[src/rtl/tfpa_pkg.sv]
// Register map and constants of the timer flag and accumulator block
//----------------------------------------------------------------------
//----------------------------------------------------------------------
`default_nettype none

package tfpa_pkg;
  localparam int CNT_W = 16;
  localparam int NCH = 8;
  localparam int DIV_W = 6;
  localparam logic [DIV_W-1:0] DIV_GATE_LAST = 6'h3F;
  localparam logic [7:0] IDX_FUNC_SEL = 8'h00;
  localparam logic [7:0] IDX_COUNTER = 8'h04;
  localparam logic [7:0] IDX_SYS_CTRL = 8'h06;
  localparam logic [7:0] IDX_IRQ_EN = 8'h0C;
  localparam logic [7:0] IDX_EVT_FLAGS = 8'h0E;
  localparam logic [7:0] IDX_OVF_FLAGS = 8'h0F;
  localparam logic [7:0] IDX_CHAN_BASE = 8'h10;
  localparam logic [7:0] IDX_CHAN_LAST = 8'h1E;
  localparam logic [7:0] IDX_ACC_CTRL = 8'h20;
  localparam logic [7:0] IDX_ACC_FLAGS = 8'h21;
  localparam logic [7:0] IDX_ACC_COUNT = 8'h22;
  localparam int SYS_TMR_EN_BIT = 7;
  localparam int SYS_FFCA_BIT = 4;
  localparam logic [7:0] SYS_CTRL_MASK = 8'h90;
  localparam int OVF_BIT = 7;
  localparam int ACC_EN_BIT = 6;
  localparam int ACC_MODE_BIT = 5;
  localparam int ACC_EDGE_BIT = 4;
  localparam int ACC_CLK_LSB = 2;
  localparam int ACC_OVI_BIT = 1;
  localparam int ACC_INI_BIT = 0;
  localparam logic [7:0] ACC_CTRL_MASK = 8'h7F;
  localparam int AFLG_OVF_BIT = 1;
  localparam int AFLG_IN_BIT = 0;
  localparam logic [7:0] RST_BYTE = 8'h00;
  localparam logic [7:0] RST_ACC_CTRL = 8'h00;
  localparam logic [CNT_W-1:0] RST_CHAN = 16'h0000;
  localparam logic [CNT_W-1:0] RST_COUNT = 16'h0000;
  localparam logic [CNT_W-1:0] CNT_ALL_ONES = 16'hFFFF;
  localparam logic [7:0] LOW_ALL_ONES = 8'hFF;
  localparam logic [1:0] CKS_PRESCALER = 2'h0;
  localparam logic [1:0] CKS_ACC = 2'h1;
  localparam logic [1:0] CKS_ACC_256 = 2'h2;
  localparam logic [1:0] CKS_ACC_64K = 2'h3;
endpackage

`default_nettype wire

[src/rtl/tfpa_sync.sv]
// Two-flop synchroniser for the accumulator input pin
`default_nettype none

module tfpa_sync import tfpa_pkg::*; (
  input wire logic pclk,
  input wire logic presetn,
  input wire logic async_in,
  output logic sync_out
);
  logic meta_ff;
  logic sync_ff;

  always_ff @(posedge pclk or negedge presetn)
  begin
    if (!presetn)
    begin
      meta_ff <= 1'b0;
      sync_ff <= 1'b0;
    end
    else
    begin
      meta_ff <= async_in;
      sync_ff <= meta_ff;
    end
  end

  assign sync_out = sync_ff;
endmodule

`default_nettype wire

[src/rtl/tfpa_chan.sv]
// One capture/compare channel with its event flag
`default_nettype none

module tfpa_chan import tfpa_pkg::*; (
  input wire logic pclk,
  input wire logic presetn,
  input wire logic compare_mode,
  input wire logic capture_evt,
  input wire logic count_tick,
  input wire logic [CNT_W-1:0] count,
  input wire logic [CNT_W-1:0] count_nxt,
  input wire logic value_wr,
  input wire logic [CNT_W-1:0] value_wdata,
  input wire logic flag_clr,
  output logic [CNT_W-1:0] value,
  output logic flag,
  output logic match
);
  logic [CNT_W-1:0] value_ff;
  logic [CNT_W-1:0] nxt_value;
  logic flag_ff;
  logic nxt_flag;
  logic capture_hit;
  logic compare_hit;

  assign compare_hit = compare_mode & count_tick & (count_nxt == value_ff);
  assign capture_hit = ~compare_mode & capture_evt;
  assign nxt_value = capture_hit ? count :
                     (value_wr & compare_mode) ? value_wdata : value_ff;
  // Set wins over clear
  assign nxt_flag = compare_hit | capture_hit | (flag_ff & ~flag_clr);

  always_ff @(posedge pclk or negedge presetn)
  begin
    if (!presetn)
    begin
      value_ff <= RST_CHAN;
      flag_ff <= 1'b0;
    end
    else
    begin
      value_ff <= nxt_value;
      flag_ff <= nxt_flag;
    end
  end

  assign value = value_ff;
  assign flag = flag_ff;
  assign match = compare_hit;
endmodule

`default_nettype wire

[src/rtl/tfpa_top.sv]
// Timer flags, channel registers and pulse accumulator with APB slave
`default_nettype none

module tfpa_top import tfpa_pkg::*; #(
  parameter int ADDR_W = 12
) (
  input wire logic pclk,
  input wire logic presetn,
  input wire logic [ADDR_W-1:0] paddr,
  input wire logic psel,
  input wire logic penable,
  input wire logic pwrite,
  input wire logic [31:0] pwdata,
  output logic [31:0] prdata,
  output logic pready,
  output logic pslverr,
  input wire logic prescaler_tick,
  input wire logic [NCH-1:0] capture_event,
  input wire logic channel7_pin,
  output logic [NCH-1:0] compare_match,
  output logic [NCH-1:0] channel_irq,
  output logic accum_irq,
  output logic [CNT_W-1:0] free_running_counter
);

  //--------------------------------------------------------------------
  // Decode helpers
  //--------------------------------------------------------------------
  function automatic logic is_chan(input logic [7:0] idx);
    is_chan = (idx >= IDX_CHAN_BASE) && (idx <= IDX_CHAN_LAST) &&
              (idx[0] == 1'b0);
  endfunction

  function automatic logic [7:0] byte_word(input logic [7:0] b);
    byte_word = b;
  endfunction

  //--------------------------------------------------------------------
  // State
  //--------------------------------------------------------------------
  logic [7:0] func_sel_ff;
  logic [7:0] nxt_func_sel;
  logic [7:0] sys_ctrl_ff;
  logic [7:0] nxt_sys_ctrl;
  logic [7:0] irq_en_ff;
  logic [7:0] nxt_irq_en;
  logic [7:0] acc_ctrl_ff;
  logic [7:0] nxt_acc_ctrl;
  logic ovf_flag_ff;
  logic nxt_ovf_flag;
  logic acc_ovf_ff;
  logic nxt_acc_ovf;
  logic acc_in_ff;
  logic nxt_acc_in;
  logic [CNT_W-1:0] counter_ff;
  logic [CNT_W-1:0] nxt_counter;
  logic [CNT_W-1:0] acc_count_ff;
  logic [CNT_W-1:0] nxt_acc_count;
  logic [DIV_W-1:0] div_ff;
  logic [DIV_W-1:0] nxt_div;
  logic pin_d_ff;
  logic [31:0] prdata_ff;
  logic [31:0] nxt_prdata;
  logic pslverr_ff;
  logic nxt_pslverr;

  //--------------------------------------------------------------------
  // Control fields
  //--------------------------------------------------------------------
  logic tmr_en;
  logic ffca;
  logic acc_en;
  logic acc_mode;
  logic acc_edge;
  logic [1:0] clk_sel;
  logic en_any;

  assign tmr_en = sys_ctrl_ff[SYS_TMR_EN_BIT];
  assign ffca = sys_ctrl_ff[SYS_FFCA_BIT];
  assign acc_en = acc_ctrl_ff[ACC_EN_BIT];
  assign acc_mode = acc_ctrl_ff[ACC_MODE_BIT];
  assign acc_edge = acc_ctrl_ff[ACC_EDGE_BIT];
  assign clk_sel = acc_ctrl_ff[ACC_CLK_LSB+1:ACC_CLK_LSB];
  assign en_any = tmr_en | acc_en;

  //--------------------------------------------------------------------
  // APB decode
  //--------------------------------------------------------------------
  logic [7:0] idx;
  logic addr_ok;
  logic setup;
  logic access;
  logic wr;
  logic rd;
  logic hit_func;
  logic hit_cnt;
  logic hit_sys;
  logic hit_irq;
  logic hit_evt;
  logic hit_ovf;
  logic hit_actl;
  logic hit_aflg;
  logic hit_acnt;
  logic chan_hit;
  logic [2:0] chan_idx;
  logic [NCH-1:0] chan_onehot;
  logic mapped;

  assign idx = paddr[9:2];
  assign addr_ok = (paddr[1:0] == 2'h0) && (paddr[ADDR_W-1:10] == '0);
  assign setup = psel & ~penable;
  assign access = psel & penable;
  assign wr = access & pwrite;
  assign rd = access & ~pwrite;
  assign hit_func = addr_ok && (idx == IDX_FUNC_SEL);
  assign hit_cnt = addr_ok && (idx == IDX_COUNTER);
  assign hit_sys = addr_ok && (idx == IDX_SYS_CTRL);
  assign hit_irq = addr_ok && (idx == IDX_IRQ_EN);
  assign hit_evt = addr_ok && (idx == IDX_EVT_FLAGS);
  assign hit_ovf = addr_ok && (idx == IDX_OVF_FLAGS);
  assign hit_actl = addr_ok && (idx == IDX_ACC_CTRL);
  assign hit_aflg = addr_ok && (idx == IDX_ACC_FLAGS);
  assign hit_acnt = addr_ok && (idx == IDX_ACC_COUNT);
  assign chan_hit = addr_ok && is_chan(idx);
  assign chan_idx = idx[3:1];
  assign chan_onehot = chan_hit ? (8'h01 << chan_idx) : 8'h00;
  assign mapped = hit_func | hit_cnt | hit_sys | hit_irq | hit_evt |
                  hit_ovf | hit_actl | hit_aflg | hit_acnt | chan_hit;

  //--------------------------------------------------------------------
  // Accumulator input pin
  //--------------------------------------------------------------------
  logic pin_s;
  logic pin_rise;
  logic pin_fall;
  logic in_edge;
  logic gate_level;

  tfpa_sync u_pin_sync (
    .pclk(pclk),
    .presetn(presetn),
    .async_in(channel7_pin),
    .sync_out(pin_s)
  );

  assign pin_rise = pin_s & ~pin_d_ff;
  assign pin_fall = ~pin_s & pin_d_ff;
  // Counting edge and gated trailing edge coincide
  assign in_edge = acc_edge ? pin_rise : pin_fall;
  assign gate_level = acc_edge ? ~pin_s : pin_s;

  //--------------------------------------------------------------------
  // Divide-by-64 gating clock
  //--------------------------------------------------------------------
  logic div64_tick;

  assign nxt_div = tmr_en ? div_ff + 6'h01 : '0;
  assign div64_tick = tmr_en && (div_ff == DIV_GATE_LAST);

  //--------------------------------------------------------------------
  // Accumulator clock and count
  //--------------------------------------------------------------------
  logic acc_clk;
  logic acc_wrap;
  logic acc_carry8;

  assign acc_clk = acc_en & (acc_mode ? (gate_level & div64_tick)
                                    : in_edge);
  assign acc_wrap = acc_clk && (acc_count_ff == CNT_ALL_ONES);
  assign acc_carry8 = acc_clk && (acc_count_ff[7:0] == LOW_ALL_ONES);
  assign nxt_acc_count = acc_clk ? acc_count_ff + 16'h0001 : acc_count_ff;

  //--------------------------------------------------------------------
  // Timer counter clock select
  //--------------------------------------------------------------------
  logic [1:0] eff_sel;
  logic src_tick;
  logic cnt_tick;
  logic cnt_wrap;

  assign eff_sel = acc_en ? clk_sel : CKS_PRESCALER;
  assign src_tick = (eff_sel == CKS_ACC) ? acc_clk :
                    (eff_sel == CKS_ACC_256) ? acc_carry8 :
                    (eff_sel == CKS_ACC_64K) ? acc_wrap :
                    prescaler_tick;
  assign cnt_tick = tmr_en & src_tick;
  assign cnt_wrap = cnt_tick && (counter_ff == CNT_ALL_ONES);
  assign nxt_counter = cnt_tick ? counter_ff + 16'h0001 : counter_ff;

  //--------------------------------------------------------------------
  // Channels
  //--------------------------------------------------------------------
  logic [NCH-1:0] chan_flag;
  logic [NCH-1:0] chan_clr;
  logic [NCH-1:0] fast_clr;
  logic [NCH-1:0] w1c_clr;
  logic [NCH-1:0] value_wr;
  logic [CNT_W-1:0] chan_value [NCH];

  assign w1c_clr = {NCH{wr & hit_evt & en_any}} & pwdata[NCH-1:0];
  // Read in capture mode or write in compare mode
  assign fast_clr = {NCH{ffca & access}} & chan_onehot &
                    ~(func_sel_ff ^ {NCH{pwrite}});
  assign chan_clr = w1c_clr | fast_clr;
  assign value_wr = {NCH{wr}} & chan_onehot;

  genvar g;
  generate
    for (g = 0; g < NCH; g++)
    begin : g_chan
      tfpa_chan u_chan (
        .pclk(pclk),
        .presetn(presetn),
        .compare_mode(func_sel_ff[g]),
        .capture_evt(capture_event[g]),
        .count_tick(cnt_tick),
        .count(counter_ff),
        .count_nxt(nxt_counter),
        .value_wr(value_wr[g]),
        .value_wdata(pwdata[CNT_W-1:0]),
        .flag_clr(chan_clr[g]),
        .value(chan_value[g]),
        .flag(chan_flag[g]),
        .match(compare_match[g])
      );
    end
  endgenerate

  //--------------------------------------------------------------------
  // Flags
  //--------------------------------------------------------------------
  logic ovf_clr;
  logic aovf_clr;
  logic ain_clr;
  logic acnt_fast;

  assign ovf_clr = (wr & hit_ovf & en_any & pwdata[OVF_BIT]) |
                   (ffca & access & hit_cnt);
  assign nxt_ovf_flag = cnt_wrap | (ovf_flag_ff & ~ovf_clr);
  assign acnt_fast = ffca & access & hit_acnt;
  assign aovf_clr = (wr & hit_aflg & en_any & pwdata[AFLG_OVF_BIT]) |
                    acnt_fast;
  assign ain_clr = (wr & hit_aflg & en_any & pwdata[AFLG_IN_BIT]) |
                   acnt_fast;
  assign nxt_acc_ovf = acc_wrap | (acc_ovf_ff & ~aovf_clr);
  assign nxt_acc_in = (acc_en & in_edge) | (acc_in_ff & ~ain_clr);

  //--------------------------------------------------------------------
  // Writable registers
  //--------------------------------------------------------------------
  assign nxt_func_sel = (wr & hit_func) ? pwdata[7:0] : func_sel_ff;
  assign nxt_sys_ctrl = (wr & hit_sys) ? (pwdata[7:0] & SYS_CTRL_MASK)
                                       : sys_ctrl_ff;
  assign nxt_irq_en = (wr & hit_irq) ? pwdata[7:0] : irq_en_ff;
  assign nxt_acc_ctrl = (wr & hit_actl) ? (pwdata[7:0] & ACC_CTRL_MASK)
                                        : acc_ctrl_ff;

  //--------------------------------------------------------------------
  // Read data
  //--------------------------------------------------------------------
  logic [7:0] ovf_byte;
  logic [7:0] aflg_byte;
  logic [31:0] rd_word;

  assign ovf_byte = {ovf_flag_ff, 7'h00};
  assign aflg_byte = {6'h00, acc_ovf_ff, acc_in_ff};
  assign rd_word = chan_hit ? {16'h0000, chan_value[chan_idx]} :
                   hit_func ? {24'h000000, byte_word(func_sel_ff)} :
                   hit_cnt ? {16'h0000, counter_ff} :
                   hit_sys ? {24'h000000, byte_word(sys_ctrl_ff)} :
                   hit_irq ? {24'h000000, byte_word(irq_en_ff)} :
                   hit_evt ? {24'h000000, byte_word(chan_flag)} :
                   hit_ovf ? {24'h000000, ovf_byte} :
                   hit_actl ? {24'h000000, byte_word(acc_ctrl_ff)} :
                   hit_aflg ? {24'h000000, aflg_byte} :
                   hit_acnt ? {16'h0000, acc_count_ff} :
                   32'h00000000;
  assign nxt_prdata = setup ? rd_word : prdata_ff;
  assign nxt_pslverr = setup ? ~mapped : pslverr_ff;

  //--------------------------------------------------------------------
  // Registers
  //--------------------------------------------------------------------
  always_ff @(posedge pclk or negedge presetn)
  begin
    if (!presetn)
    begin
      func_sel_ff <= RST_BYTE;
      sys_ctrl_ff <= RST_BYTE;
      irq_en_ff <= RST_BYTE;
      acc_ctrl_ff <= RST_ACC_CTRL;
    end
    else
    begin
      func_sel_ff <= nxt_func_sel;
      sys_ctrl_ff <= nxt_sys_ctrl;
      irq_en_ff <= nxt_irq_en;
      acc_ctrl_ff <= nxt_acc_ctrl;
    end
  end

  always_ff @(posedge pclk or negedge presetn)
  begin
    if (!presetn)
    begin
      ovf_flag_ff <= 1'b0;
      acc_ovf_ff <= 1'b0;
      acc_in_ff <= 1'b0;
      pin_d_ff <= 1'b0;
    end
    else
    begin
      ovf_flag_ff <= nxt_ovf_flag;
      acc_ovf_ff <= nxt_acc_ovf;
      acc_in_ff <= nxt_acc_in;
      pin_d_ff <= pin_s;
    end
  end

  always_ff @(posedge pclk or negedge presetn)
  begin
    if (!presetn)
    begin
      counter_ff <= RST_COUNT;
      acc_count_ff <= RST_COUNT;
      div_ff <= '0;
    end
    else
    begin
      counter_ff <= nxt_counter;
      acc_count_ff <= nxt_acc_count;
      div_ff <= nxt_div;
    end
  end

  always_ff @(posedge pclk or negedge presetn)
  begin
    if (!presetn)
    begin
      prdata_ff <= 32'h00000000;
      pslverr_ff <= 1'b0;
    end
    else
    begin
      prdata_ff <= nxt_prdata;
      pslverr_ff <= nxt_pslverr;
    end
  end

  //--------------------------------------------------------------------
  // Outputs
  //--------------------------------------------------------------------
  assign prdata = prdata_ff;
  assign pready = access;
  assign pslverr = access & pslverr_ff;
  assign free_running_counter = counter_ff;
  assign channel_irq = chan_flag & irq_en_ff;
  assign accum_irq = (acc_ovf_ff & acc_ctrl_ff[ACC_OVI_BIT]) |
                     (acc_in_ff & acc_ctrl_ff[ACC_INI_BIT]);

endmodule

`default_nettype wire

[config.mk]
export PLATFORM = sky130hd
export DESIGN_NAME = tfpa_top
export DESIGN_NICKNAME = d
export VERILOG_FILES = /design/src/rtl/tfpa_pkg.sv /design/src/rtl/tfpa_sync.sv /design/src/rtl/tfpa_chan.sv /design/src/rtl/tfpa_top.sv
export SDC_FILE = /design/constraint.sdc
export NUM_CORES = 1
export LEC_CHECK = 0
export BUFFER_PORTS_ARGS = -buffer_cell sky130_fd_sc_hd__buf_2
export CORE_MARGIN = 1.5
export CORE_UTILIZATION = 25
export DETAILED_ROUTE_END_ITERATION = 8
export SLEW_MARGIN = 20
export SYNTH_ARGS = -nofsm -noshare
export SYNTH_HDL_FRONTEND = slang
export SYNTH_SLANG_ARGS = --single-unit
[constraint.sdc]
create_clock -name pclk -period 7.9 [get_ports pclk]
set_input_delay 0.79 -clock pclk [delete_from_list [all_inputs] [get_ports pclk]]
set_output_delay 0.79 -clock pclk [all_outputs]
set_load 0.01 [all_outputs]
Yosys cells after proc, flatten, opt, wreduce, memory -nomap -nowiden
Index checks and enable logic that the tools add are counted.
- flip-flop bits (word level): 238
- bits of input ports: 59
- output and inout port bits: 67
- word-level logic and storage cells: 265
- add/sub/neg operators: 3
- $lt $le $gt $ge: 3
- equal/unequal tests: 23
- shifts and indexed selects: 1
- mux-type cells: 39
- bitwise logic cells: 137
- reduce and logical (&&, ||, !) cells: 28
- operators with widths (kind ; number):
    $mux W16 ; 29
    $eq A16 B16 Y1 ; 8
    $and A1 B1 Y1 ; 71
    $bmux W16 S3 ; 1
    $and A8 B8 Y8 ; 5
    $or A1 B1 Y1 ; 33
    $add A16 B1 Y16 const B ; 2
    $eq A16 B16 Y1 const B ; 2
    $eq A8 B4 Y1 const B ; 3
    $eq A8 B6 Y1 const B ; 3
    $not A1 Y1 ; 24
    $logic_and A1 B1 Y1 ; 17
    $eq A8 B3 Y1 const B ; 2
    $reduce_bool A2 Y1 ; 8
    $eq A8 B8 Y1 const B ; 1
    $ge A8 B5 Y1 const B ; 1
    $le A8 B5 Y1 const B ; 1
    $logic_not A8 Y1 ; 1
    $mux W8 ; 1
    $not A8 Y8 ; 1
    $or A8 B8 Y8 ; 1
    $shl A1 B3 Y8 const A ; 1
    $xor A8 B8 Y8 ; 1
    $add A6 B1 Y6 const B ; 1
    other kinds (9) ; 16

Depth between registers and ports, before layout
Gate-level depths: netlist of run 1.
- depth in word-level cells: 15
- mapped depth: 15
- depth with buffers taken out: 11

By module
Synthesis of run 1 repeated with hierarchy kept, for this count alone.
- cells, all modules: 1351
- area, all modules: 13694.4 sq um
- modules (own cells, without submodules) (module ; times used ; cells an instance ; area an instance (sq um) ; seq. area each (sq um)):
    tfpa_chan ; 8 ; 97 ; 965.9 ; 425.4
    tfpa_top ; 1 ; 573 ; 5916.9 ; 2102.0
    tfpa_sync ; 1 ; 2 ; 50.0 ; 50.0

Worst setup path after synthesis of run 1
Ideal clock, no wire load.
- path kind: flip-flop to output port
- from: register div_ff[0]
- to: output port compare_match[3]
- arrival: 3.444 ns
- data required time: 7.110 ns
- path slack: 3.666 ns
- stages on the path, launching flop included: 16
- buffers on the path: 4
- path through: dfrtp_1 > ha_1 > nand3_1 > or3_1 > buf_2 > o2111a_2 > buf_6 > a2111o_1 > buf_2 > xor2_1 > inv_1 > xnor2_1 > nand4_1 > or4_1 > nor2_1 > buf_4
- longest elaborated chain between the ends: 13
- elaborated cells between the ends (all ways): 15
- classes of those cells: eq/ne (2); mux (5); bitwise (5); reduce/logical (3)
- RTL lines (element ; RTL line ; source):
    start: declaration ; tfpa_top.sv:59 ; logic [DIV_W-1:0] div_ff;
    start signal: assignment ; tfpa_top.sv:332 ; div_ff <= nxt_div;
    $eq A6 B6 Y1 (*) ; tfpa_top.sv:158 ; assign div64_tick = tmr_en && (div_ff == DIV_GATE_LAST);
    $logic_and A1 B1 Y1 (*) ; tfpa_top.sv:158 ;
    $and A1 B1 Y1 (*) ; tfpa_top.sv:167 ; assign acc_clk = acc_en & (acc_mode ? (gate_level & div64_tick)
    $mux W1 (*) ; tfpa_top.sv:167 ;
    $and A1 B1 Y1 (*) ; tfpa_top.sv:167 ;
    $logic_and A1 B1 Y1 ; tfpa_top.sv:169 ; assign acc_wrap = acc_clk && (acc_count_ff == CNT_ALL_ONES);
    $mux W1 ; tfpa_top.sv:184 ; (eff_sel == CKS_ACC_64K) ? acc_wrap :
    $mux W1 ; tfpa_top.sv:183 ; (eff_sel == CKS_ACC_256) ? acc_carry8 :
    $mux W1 (*) ; tfpa_top.sv:182 ; assign src_tick = (eff_sel == CKS_ACC) ? acc_clk :
    $and A1 B1 Y1 (*) ; tfpa_top.sv:186 ; assign cnt_tick = tmr_en & src_tick;
    $mux W16 (*) ; tfpa_top.sv:188 ; assign nxt_counter = cnt_tick ? counter_ff + 16'h0001 : counter_ff;
    via g_chan[0].u_chan.count_nxt[2] ; tfpa_chan.sv:11 ; input wire logic [CNT_W-1:0] count_nxt,
    $eq A16 B16 Y1 (*) ; tfpa_chan.sv:26 ; assign compare_hit = compare_mode & count_tick & (count_nxt == value_ff);
    $and A1 B1 Y1 (*) ; tfpa_chan.sv:26 ;
    end: declaration ; tfpa_top.sv:20 ; output logic [NCH-1:0] compare_match,
Mark *: on every way through the listed nets, which the timed path passes. The rest lies on a longest branch.

Worst setup path in the final report of run 1
- from: register sys_ctrl_ff[7]
- to: output port compare_match[5]
- longest elaborated chain between the ends: 12
- elaborated cells between the ends (all ways): 14
- classes of those cells: eq/ne (1); mux (5); bitwise (5); reduce/logical (3)
- RTL lines (element ; RTL line ; source):
    start: declaration ; tfpa_top.sv:43 ; logic [7:0] sys_ctrl_ff;
    start signal: assignment ; tfpa_top.sv:296 ; sys_ctrl_ff <= nxt_sys_ctrl;
    $logic_and A1 B1 Y1 ; tfpa_top.sv:158 ;
    $and A1 B1 Y1 ; tfpa_top.sv:167 ;
    $mux W1 ; tfpa_top.sv:167 ;
    $and A1 B1 Y1 ; tfpa_top.sv:167 ;
    $logic_and A1 B1 Y1 ; tfpa_top.sv:169 ;
    $mux W1 ; tfpa_top.sv:184 ;
    $mux W1 ; tfpa_top.sv:183 ;
    $mux W1 ; tfpa_top.sv:182 ;
    $and A1 B1 Y1 (*) ; tfpa_top.sv:186 ;
    $mux W16 ; tfpa_top.sv:188 ;
    $eq A16 B16 Y1 ; tfpa_chan.sv:26 ;
    $and A1 B1 Y1 (*) ; tfpa_chan.sv:26 ;
Mark *: on every way between the ends. The rest lies on a longest branch, timed or not.

==> results of run 1 <==
-- layer usage --
metal	GRT usage [%]	vias to the layer above
met5	0	-
met4	6.45	2
met3	2.99	120
met2	31.1	662
met1	25.6	6976
li1	-	6083
-- worst max-delay path by stage --
| stage | startpoint | to | slack (ps) | cells after the start |
|---|---|---|---|---|
| 2_1_floorplan | div_ff[0]$_DFF_PN0_ | compare_match[3] | 3670 | 15 |
| 3_3_place_gp | sys_ctrl_ff[7]$_DFFE_PN0P_ | compare_match[5] | 2460 | 10 |
| 3_5_place_dp | sys_ctrl_ff[7]$_DFFE_PN0P_ | compare_match[4] | 2390 | 11 |
| 4_1_cts | sys_ctrl_ff[7]$_DFFE_PN0P_ | compare_match[4] | 1770 | 11 |
| 5_1_grt | sys_ctrl_ff[7]$_DFFE_PN0P_ | compare_match[5] | 1450 | 10 |
| 6_report | sys_ctrl_ff[7]$_DFFE_PN0P_ | compare_match[5] | 1680 | 10 |
-- where the power goes --
group          internal [mW]  total [mW]  switching (mW)
clock network          0.764        1.30           0.532
registers               1.18        1.25          0.0706
logic                  0.136       0.345           0.209
-- placed cells by master, fill, tap and decap left out, drive strengths merged, types with 6 or more instances in the layout --
master / n
xnor2: 82
nor4: 20
o21ai: 146
a31oi: 12
a21boi: 7
mux4: 32
nand2b: 16
a2111oi: 19
clkbuf: 35
clkinv: 10
mux2i: 116
nor3: 25
a222oi: 14
conb: 16
o2111ai: 15
nand2: 200
a21oi: 75
nor3b: 8
a32o: 8
nand4: 21
nor2b: 16
a221oi: 12
o22ai: 12
buf: 138
dfrtp: 222
and2: 19
nand3: 43
o221ai: 9
a22oi: 6
xor2: 53
and3: 19
or3: 11
nor2: 114
inv: 27
o211ai: 10
mux2: 38
-- state kept, by name (all words and copies together), names as in the netlist --
register              cells
g_chan.u_chan.value     128
acc_count_ff             16
free_running_counter     16
prdata                   16
func_sel_ff               8
g_chan.u_chan.flag        8
irq_en_ff                 8
acc_ctrl_ff               7
div_ff                    6
sys_ctrl_ff               2
acc_in_ff                 1
acc_ovf_ff                1
ovf_flag_ff               1
pin_d_ff                  1
pslverr_ff                1
u_pin_sync.meta_ff        1
u_pin_sync.sync_out       1
-- worst reg2reg max path: cells and delay by family (launching register included) --
family                    cells  cell delay (ps)
AOI/OAI and AO/OA             3             1570
and+or+nand+nor               4             1350
xor gates and xnor gates      2             1120
DFF                           1              840
-- synth_stat cells, types with 12 or more instances --
cell type,number
sky130_fd_sc_hd__a21oi_1,75
sky130_fd_sc_hd__a221oi_1,12
sky130_fd_sc_hd__a222oi_1,14
sky130_fd_sc_hd__and2_1,19
sky130_fd_sc_hd__and3_1,19
sky130_fd_sc_hd__buf_1,14
sky130_fd_sc_hd__buf_4,25
sky130_fd_sc_hd__clkbuf_1,120
sky130_fd_sc_hd__dfrtp_1,222
sky130_fd_sc_hd__inv_1,26
sky130_fd_sc_hd__mux2_2,38
sky130_fd_sc_hd__mux2i_1,116
sky130_fd_sc_hd__mux4_2,32
sky130_fd_sc_hd__nand2_1,200
sky130_fd_sc_hd__nand2b_1,16
sky130_fd_sc_hd__nand3_1,43
sky130_fd_sc_hd__nand4_1,21
sky130_fd_sc_hd__nor2_1,114
sky130_fd_sc_hd__nor2b_1,16
sky130_fd_sc_hd__nor3_1,25
sky130_fd_sc_hd__nor4_1,20
sky130_fd_sc_hd__o2111ai_1,13
sky130_fd_sc_hd__o21ai_0,142
sky130_fd_sc_hd__o22ai_1,12
sky130_fd_sc_hd__xnor2_1,82
sky130_fd_sc_hd__xor2_1,52
-- cell type report --
class	count	area, um2
fillers	6332	43200
repair buffers	138	833
flip-flops and latches	222	5560
inverters	27	101
multi-input cells	1275	9030
clock buffers	35	746
well taps	782	978
clock inverters	14	163
-- logic make-up (layout without fill, tap and decap cells) --
logic type      after synthesis  count (layout)  synth area share, %
xor+xnor                    140             140                 8.48
flops                       222             222                 36.2
mux                         186             186                 15.0
fa+ha+maj                     3               3                0.244
compound gates              390             390                 17.5
other cells                   1              16               0.0244
buf+inv                     200             214                 5.74
simple gates                540             540                 16.8
==> metrics.yaml, run 1 <==
stdcell_area_um2: 17400
critical_path_class: "register to primary output"
final_antenna_net_count: 0
grt_antenna_before_repair: 1
post_cts_resize_count: 0
boundaryPins: 126
route.detailed.vias_per_inst: 5.55
report.final.setup_viol: 0
slew_viol_final: 0
gp_routability_congestion: 0.979
core_um2: 60600
crit_top_cell: "sky130_fd_sc_hd__o2111ai_2"
worst_slack_ps: 1680
min_period_over_period_pct: 78.8
final_net_count: 1753
netlist.top_cell.by_area: "sky130_fd_sc_hd__dfrtp_1"
post-route-drc-count: 0
synth.lib_cells_used.distinct: 84
critical_path_peak_fanout: 16
clkTransAtPathRegs_ps: 60
num_rows: 90
dr.pass1.iters: 6
cp_data_required_time_ps: 7110
synth-async-reset-ratio_pct: 100
final.setup_skew_ps: 24.4
outcome: "finished, final reports clean"
critPathArrivalTime_ps: 5430
hold_ws_ps: 91.1
numCtsBuffers: 27
ir_worst_vdd_v: 0.000165
cp_top_delay_family: "compound AO/OA/AOI/OAI gates"
maxCapViolations: 0
synth_sequential_area_ratio_pct: 36.2
wl_met1_um: 25500
cts.htree.levels: 1
floorplan.die.height_um: 251
type_of_element_capturing_the_critical_path: "primary output"
ys.warnings.count: 0
worstPathBufferInverterCount: 1
track_usage_pct: 19.0
timing.critical_path.cells: "nand4_1, or3_1, o2111ai_2, o2111ai_2, xor2_1, xnor2_1, a2111oi_1, nand2_1, nor4_1, buf_2"
power.static_leakage_nw: 6.90
crit_path_max_incr_delay_ps: 990
clkLatencyLatePin_ps: 580
final_layout_size_suffix_gt1_share_pct: 16.8
floorplan.initialDensity_pct: 25.3
antennaDiodeCount: 0
timing.rr.start: "sys_ctrl_ff[7]$_DFFE_PN0P_"
area_growth_pct: 13.4
timing.fmax_ghz: 0.161
route.met2.wl_um: 28700
clock_tree.root_cell: "sky130_fd_sc_hd__clkbuf_16"
numPortBuffers: 93
critPathLaunchType: "register"
reg2reg_depth: 9
final_cells: 2493
dr_total_vias: 13800
tritoncts: "yes"
synth_top_flop_cell: "sky130_fd_sc_hd__dfrtp_1"
gr-total-overflow: 0
post_drt_wl_per_cell_um: 24.5
routed.top_layer: "met5"
hpwl_um: 44700
worst_r2r_endpoint: "g_chan[7].u_chan.flag$_DFF_PN0_"
layout.core_utilization_pct: 28.7
grt_pass1_wl_um: 90700
placedInstanceArea_um2: 16500
synthDominantCellAreaShare_pct: 36.2
period_needed_ps: 6220
drtIter0Drc: 1764
post_synth_edffs: 0
pre_cts_ws_ps: 2390
average_size_of_a_mapped_cell_um2: 9.13
timing.setup.tns_ps: 0
post-layout-total-power_mw: 2.89
reg2reg_setup_slack_ps: 2940
die_w_um: 251
grt_pass1_vias: 13300
cts.sink_count: 222
power_density_nw_per_um2: 166
tightestPinTransition_ps: 1100
final-hold-violation-count: 0
cts_setup_buffers: 0
rsz0062_at_grt: "no"
sum_of_routed_wire_length_over_all_layers_um: 61100
max_slew_margin_pct: 26.7
synthTopCellsByArea: "sky130_fd_sc_hd__dfrtp_1, sky130_fd_sc_hd__mux2i_1, sky130_fd_sc_hd__nand2_1"
grt_max_degree: 130
cts_buffer_depth: 3
placed_cells_incl_taps: 2443
cpMaxStageDelayCell: "sky130_fd_sc_hd__xor2_1"
die_area_um2: 62900
met3WireLength_um: 4700
synthesis.instances: 1682
cts-hold-fix-buffers: 0
yosys_register_bits: 222
min-delay-path-class: "input port to asynchronous set/reset pin"
synth.cell_area_um2: 15400
(Power assumes the default switching activity.)
==> inputs of run 2 (changes only) <==
==> constraint.sdc (replaced) <==
create_clock -name pclk -period 6.15 [get_ports pclk]
set_input_delay 0.615 -clock pclk [delete_from_list [all_inputs] [get_ports pclk]]
set_output_delay 0.615 -clock pclk [all_outputs]
set_load 0.01 [all_outputs]
==> run 2 against run 1 <==
  * Flip-flop and latch count unchanged
  * Worst hold slack got worse by 51 ps
  * Die area unchanged
  * Cell area rose by 0.32%
  * Non-clock buffer count increased by 8
  * Routed wire length grew 2.8%
  * Sequential share of layout area is 0.11 points lower
  * Critical path type unchanged
==> metrics.yaml, run 2 (synthesis results as in run 1) <==
outcome: "finished, final reports clean"
hpwl_um: 45900  # +2.5%
clock_tree.root_cell: "sky130_fd_sc_hd__clkbuf_16"
clkTransAtPathRegs_ps: 60  # about the same
boundaryPins: 126  # unchanged
worst_r2r_endpoint: "g_chan[2].u_chan.flag$_DFF_PN0_"
cp_top_delay_family: "simple AND/OR/NAND/NOR gates"
dr.pass1.iters: 6  # unchanged
final_layout_size_suffix_gt1_share_pct: 17.1  # +0.31 points
numPortBuffers: 93  # unchanged
most-common-layout-cells: "sky130_fd_sc_hd__dfrtp_1, sky130_fd_sc_hd__nand2_1, sky130_fd_sc_hd__o21ai_0"
dr_total_vias: 13900  # +0.44%
numCtsBuffers: 28  # +3.7%
timing.setup.tns_ps: 0  # unchanged
reg2reg_depth: 8  # -1
grt_pass1_wl_um: 92600  # +2.1%
largest_register_ffs: 128  # unchanged
power.static_leakage_nw: 6.94  # +0.57%
cts.htree.levels: 1  # unchanged
area_growth_pct: 13.7
antennaDiodeCount: 0  # unchanged
critical_path_peak_fanout: 12  # -4
post_cts_resize_count: 0  # unchanged
timing.rr.start: "acc_count_ff[7]$_DFFE_PN0N_"
crit_top_cell: "sky130_fd_sc_hd__nand4_1"
worstPathBufferInverterCount: 2  # +1
tightestPinTransition_ps: 1080  # -16.7 ps
critPathArrivalTime_ps: 5300  # -130 ps
timing.fmax_ghz: 0.169
power_density_nw_per_um2: 213  # +28%
final_antenna_net_count: 0  # unchanged
route.detailed.vias_per_inst: 5.55  # about the same
cts_buffer_depth: 3  # unchanged
drtIter0Drc: 1401  # -21%
ir_worst_vdd_v: 0.000186  # +13%
layout_commonest_cell: "sky130_fd_sc_hd__dfrtp_1"
final.setup_skew_ps: 22.0  # -2.36 ps
hold_ws_ps: 40.1  # -51.0 ps
post-route-drc-count: 0  # unchanged
slew_viol_final: 0  # unchanged
critical_path_class: "register to primary output"
filler_cell_count: 6369  # +0.58%
post_drt_wl_per_cell_um: 25.1  # +2.4%
maxCapViolations: 0  # unchanged
grt_max_degree: 138  # +6.2%
crit_path_max_incr_delay_ps: 760  # -230 ps
grt_antenna_before_repair: 2  # +1
critPathLaunchType: "register"
final_net_count: 1762  # +0.51%
period_needed_ps: 5910
floorplan.initialDensity_pct: 25.3  # unchanged
cts_setup_buffers: 0  # unchanged
min_period_over_period_pct: 96.1
cts-hold-fix-buffers: 0  # unchanged
floorplan.die.height_um: 251  # unchanged
max_slew_margin_pct: 27.8  # +1.1 points
cpMaxStageDelayCell: "sky130_fd_sc_hd__nor4_1"
report.final.setup_viol: 0  # unchanged
gp_routability_congestion: 0.985  # +0.60%
tritoncts: "yes"
num_rows: 90  # unchanged
grt_pass1_vias: 13600  # +2.2%
clkLatencyLatePin_ps: 580  # about the same
final-hold-violation-count: 0  # unchanged
cp_data_required_time_ps: 5530  # -1580 ps
min-delay-path-class: "input port to asynchronous set/reset pin"
type_of_element_capturing_the_critical_path: "primary output"
rsz0062_at_grt: "no"
reg2reg_setup_slack_ps: 1560  # -1380 ps
die_w_um: 251  # unchanged
gr-total-overflow: 0  # unchanged
track_usage_pct: 19.5  # +0.49 points
sum_of_routed_wire_length_over_all_layers_um: 62800  # +2.8%
timing.critical_path.cells: "nand4_1, or4_1, and2_1, a211oi_4, nand4_1, a32o_1, or3_1, nor4_1, buf_4, buf_2"
core_um2: 60600  # unchanged
die_area_um2: 62900  # unchanged
cts.sink_count: 222  # unchanged
==> run 2: changes by cell type in the layout (fill, tap and decap cells not counted), moves of 2 or more <==
| cell | delta |
|---|---|
| sky130_fd_sc_hd__buf_4 | +8 |
| sky130_fd_sc_hd__clkbuf_8 | +5 |
| sky130_fd_sc_hd__clkinv_2 | -5 |
| sky130_fd_sc_hd__bufinv_16 | -3 |
| sky130_fd_sc_hd__clkbuf_1 | +2 |
| sky130_fd_sc_hd__clkbuf_16 | +2 |
| sky130_fd_sc_hd__clkinv_4 | +2 |
==> run 2: power breakdown <==
| part | total (mW) | switching, mW | internal (mW) |
|---|---|---|---|
| logic | 0.440 | 0.268 | 0.173 |
| clock network | 1.67 | 0.701 | 0.967 |
| registers | 1.61 | 0.0915 | 1.52 |
| total | 3.72 | 1.06 | 2.66 |
==> run 2: area by class of cell <==
cell class                 instances  area [um2]  share of cell area [%]
multi-input combinational       1275        9030                    51.7
timing repair buffer             146         886                    5.07
sequential                       222        5560                    31.8
tap                              782         978                    5.60
clock buffer                      44         872                    4.99
clock inverter                     7        45.0                   0.258
inverter                          27         101                   0.580
==> run 2: worst register-to-register path, delay by kind of cell, from the launching register on <==
family	cells	cell delay, ps
simple gates	5	2260
compound gates	3	1730
flops	1	500
==> run 2: worst max-delay path by stage <==
stage / slack [ps] / depth (start not counted) / start / to
floorplan: 2090 / 15 / div_ff[0]$_DFF_PN0_ / compare_match[3]
detailed placement: 950 / 11 / acc_count_ff[7]$_DFFE_PN0N_ / compare_match[4]
global placement: 930 / 10 / acc_count_ff[7]$_DFFE_PN0N_ / compare_match[4]
global route: 140 / 11 / acc_count_ff[2]$_DFFE_PN0N_ / compare_match[4]
CTS: 300 / 10 / acc_count_ff[7]$_DFFE_PN0N_ / compare_match[4]
finish: 240 / 10 / acc_count_ff[7]$_DFFE_PN0N_ / compare_match[4]
==> run 2: through the flow <==
| stage | instance area [um2] | setup slack, ps | std cells | total power [mW] | util, % |
|---|---|---|---|---|---|
| floorplan | 15400 | 2090 | 1697 | 1.89 | - |
| global placement | 16500 | 925 | 2452 | 2.05 | 27.3 |
| detailed placement | 16500 | 949 | 2452 | 2.07 | 27.3 |
| CTS | 17500 | 303 | 2503 | 3.72 | 28.8 |
| global route | 17500 | 139 | 2503 | 3.84 | 28.8 |
| finish | 17500 | 237 | 2503 | 3.72 | 28.8 |
==> run 2: per-layer routing <==
metal	part of all wire (%)	routed length, um	global-route usage [%]
met5	0.043	27	0
met4	3.5	2230	6.83
met3	8.3	5190	3.18
met2	47	29600	32.2
met1	41	25800	25.8
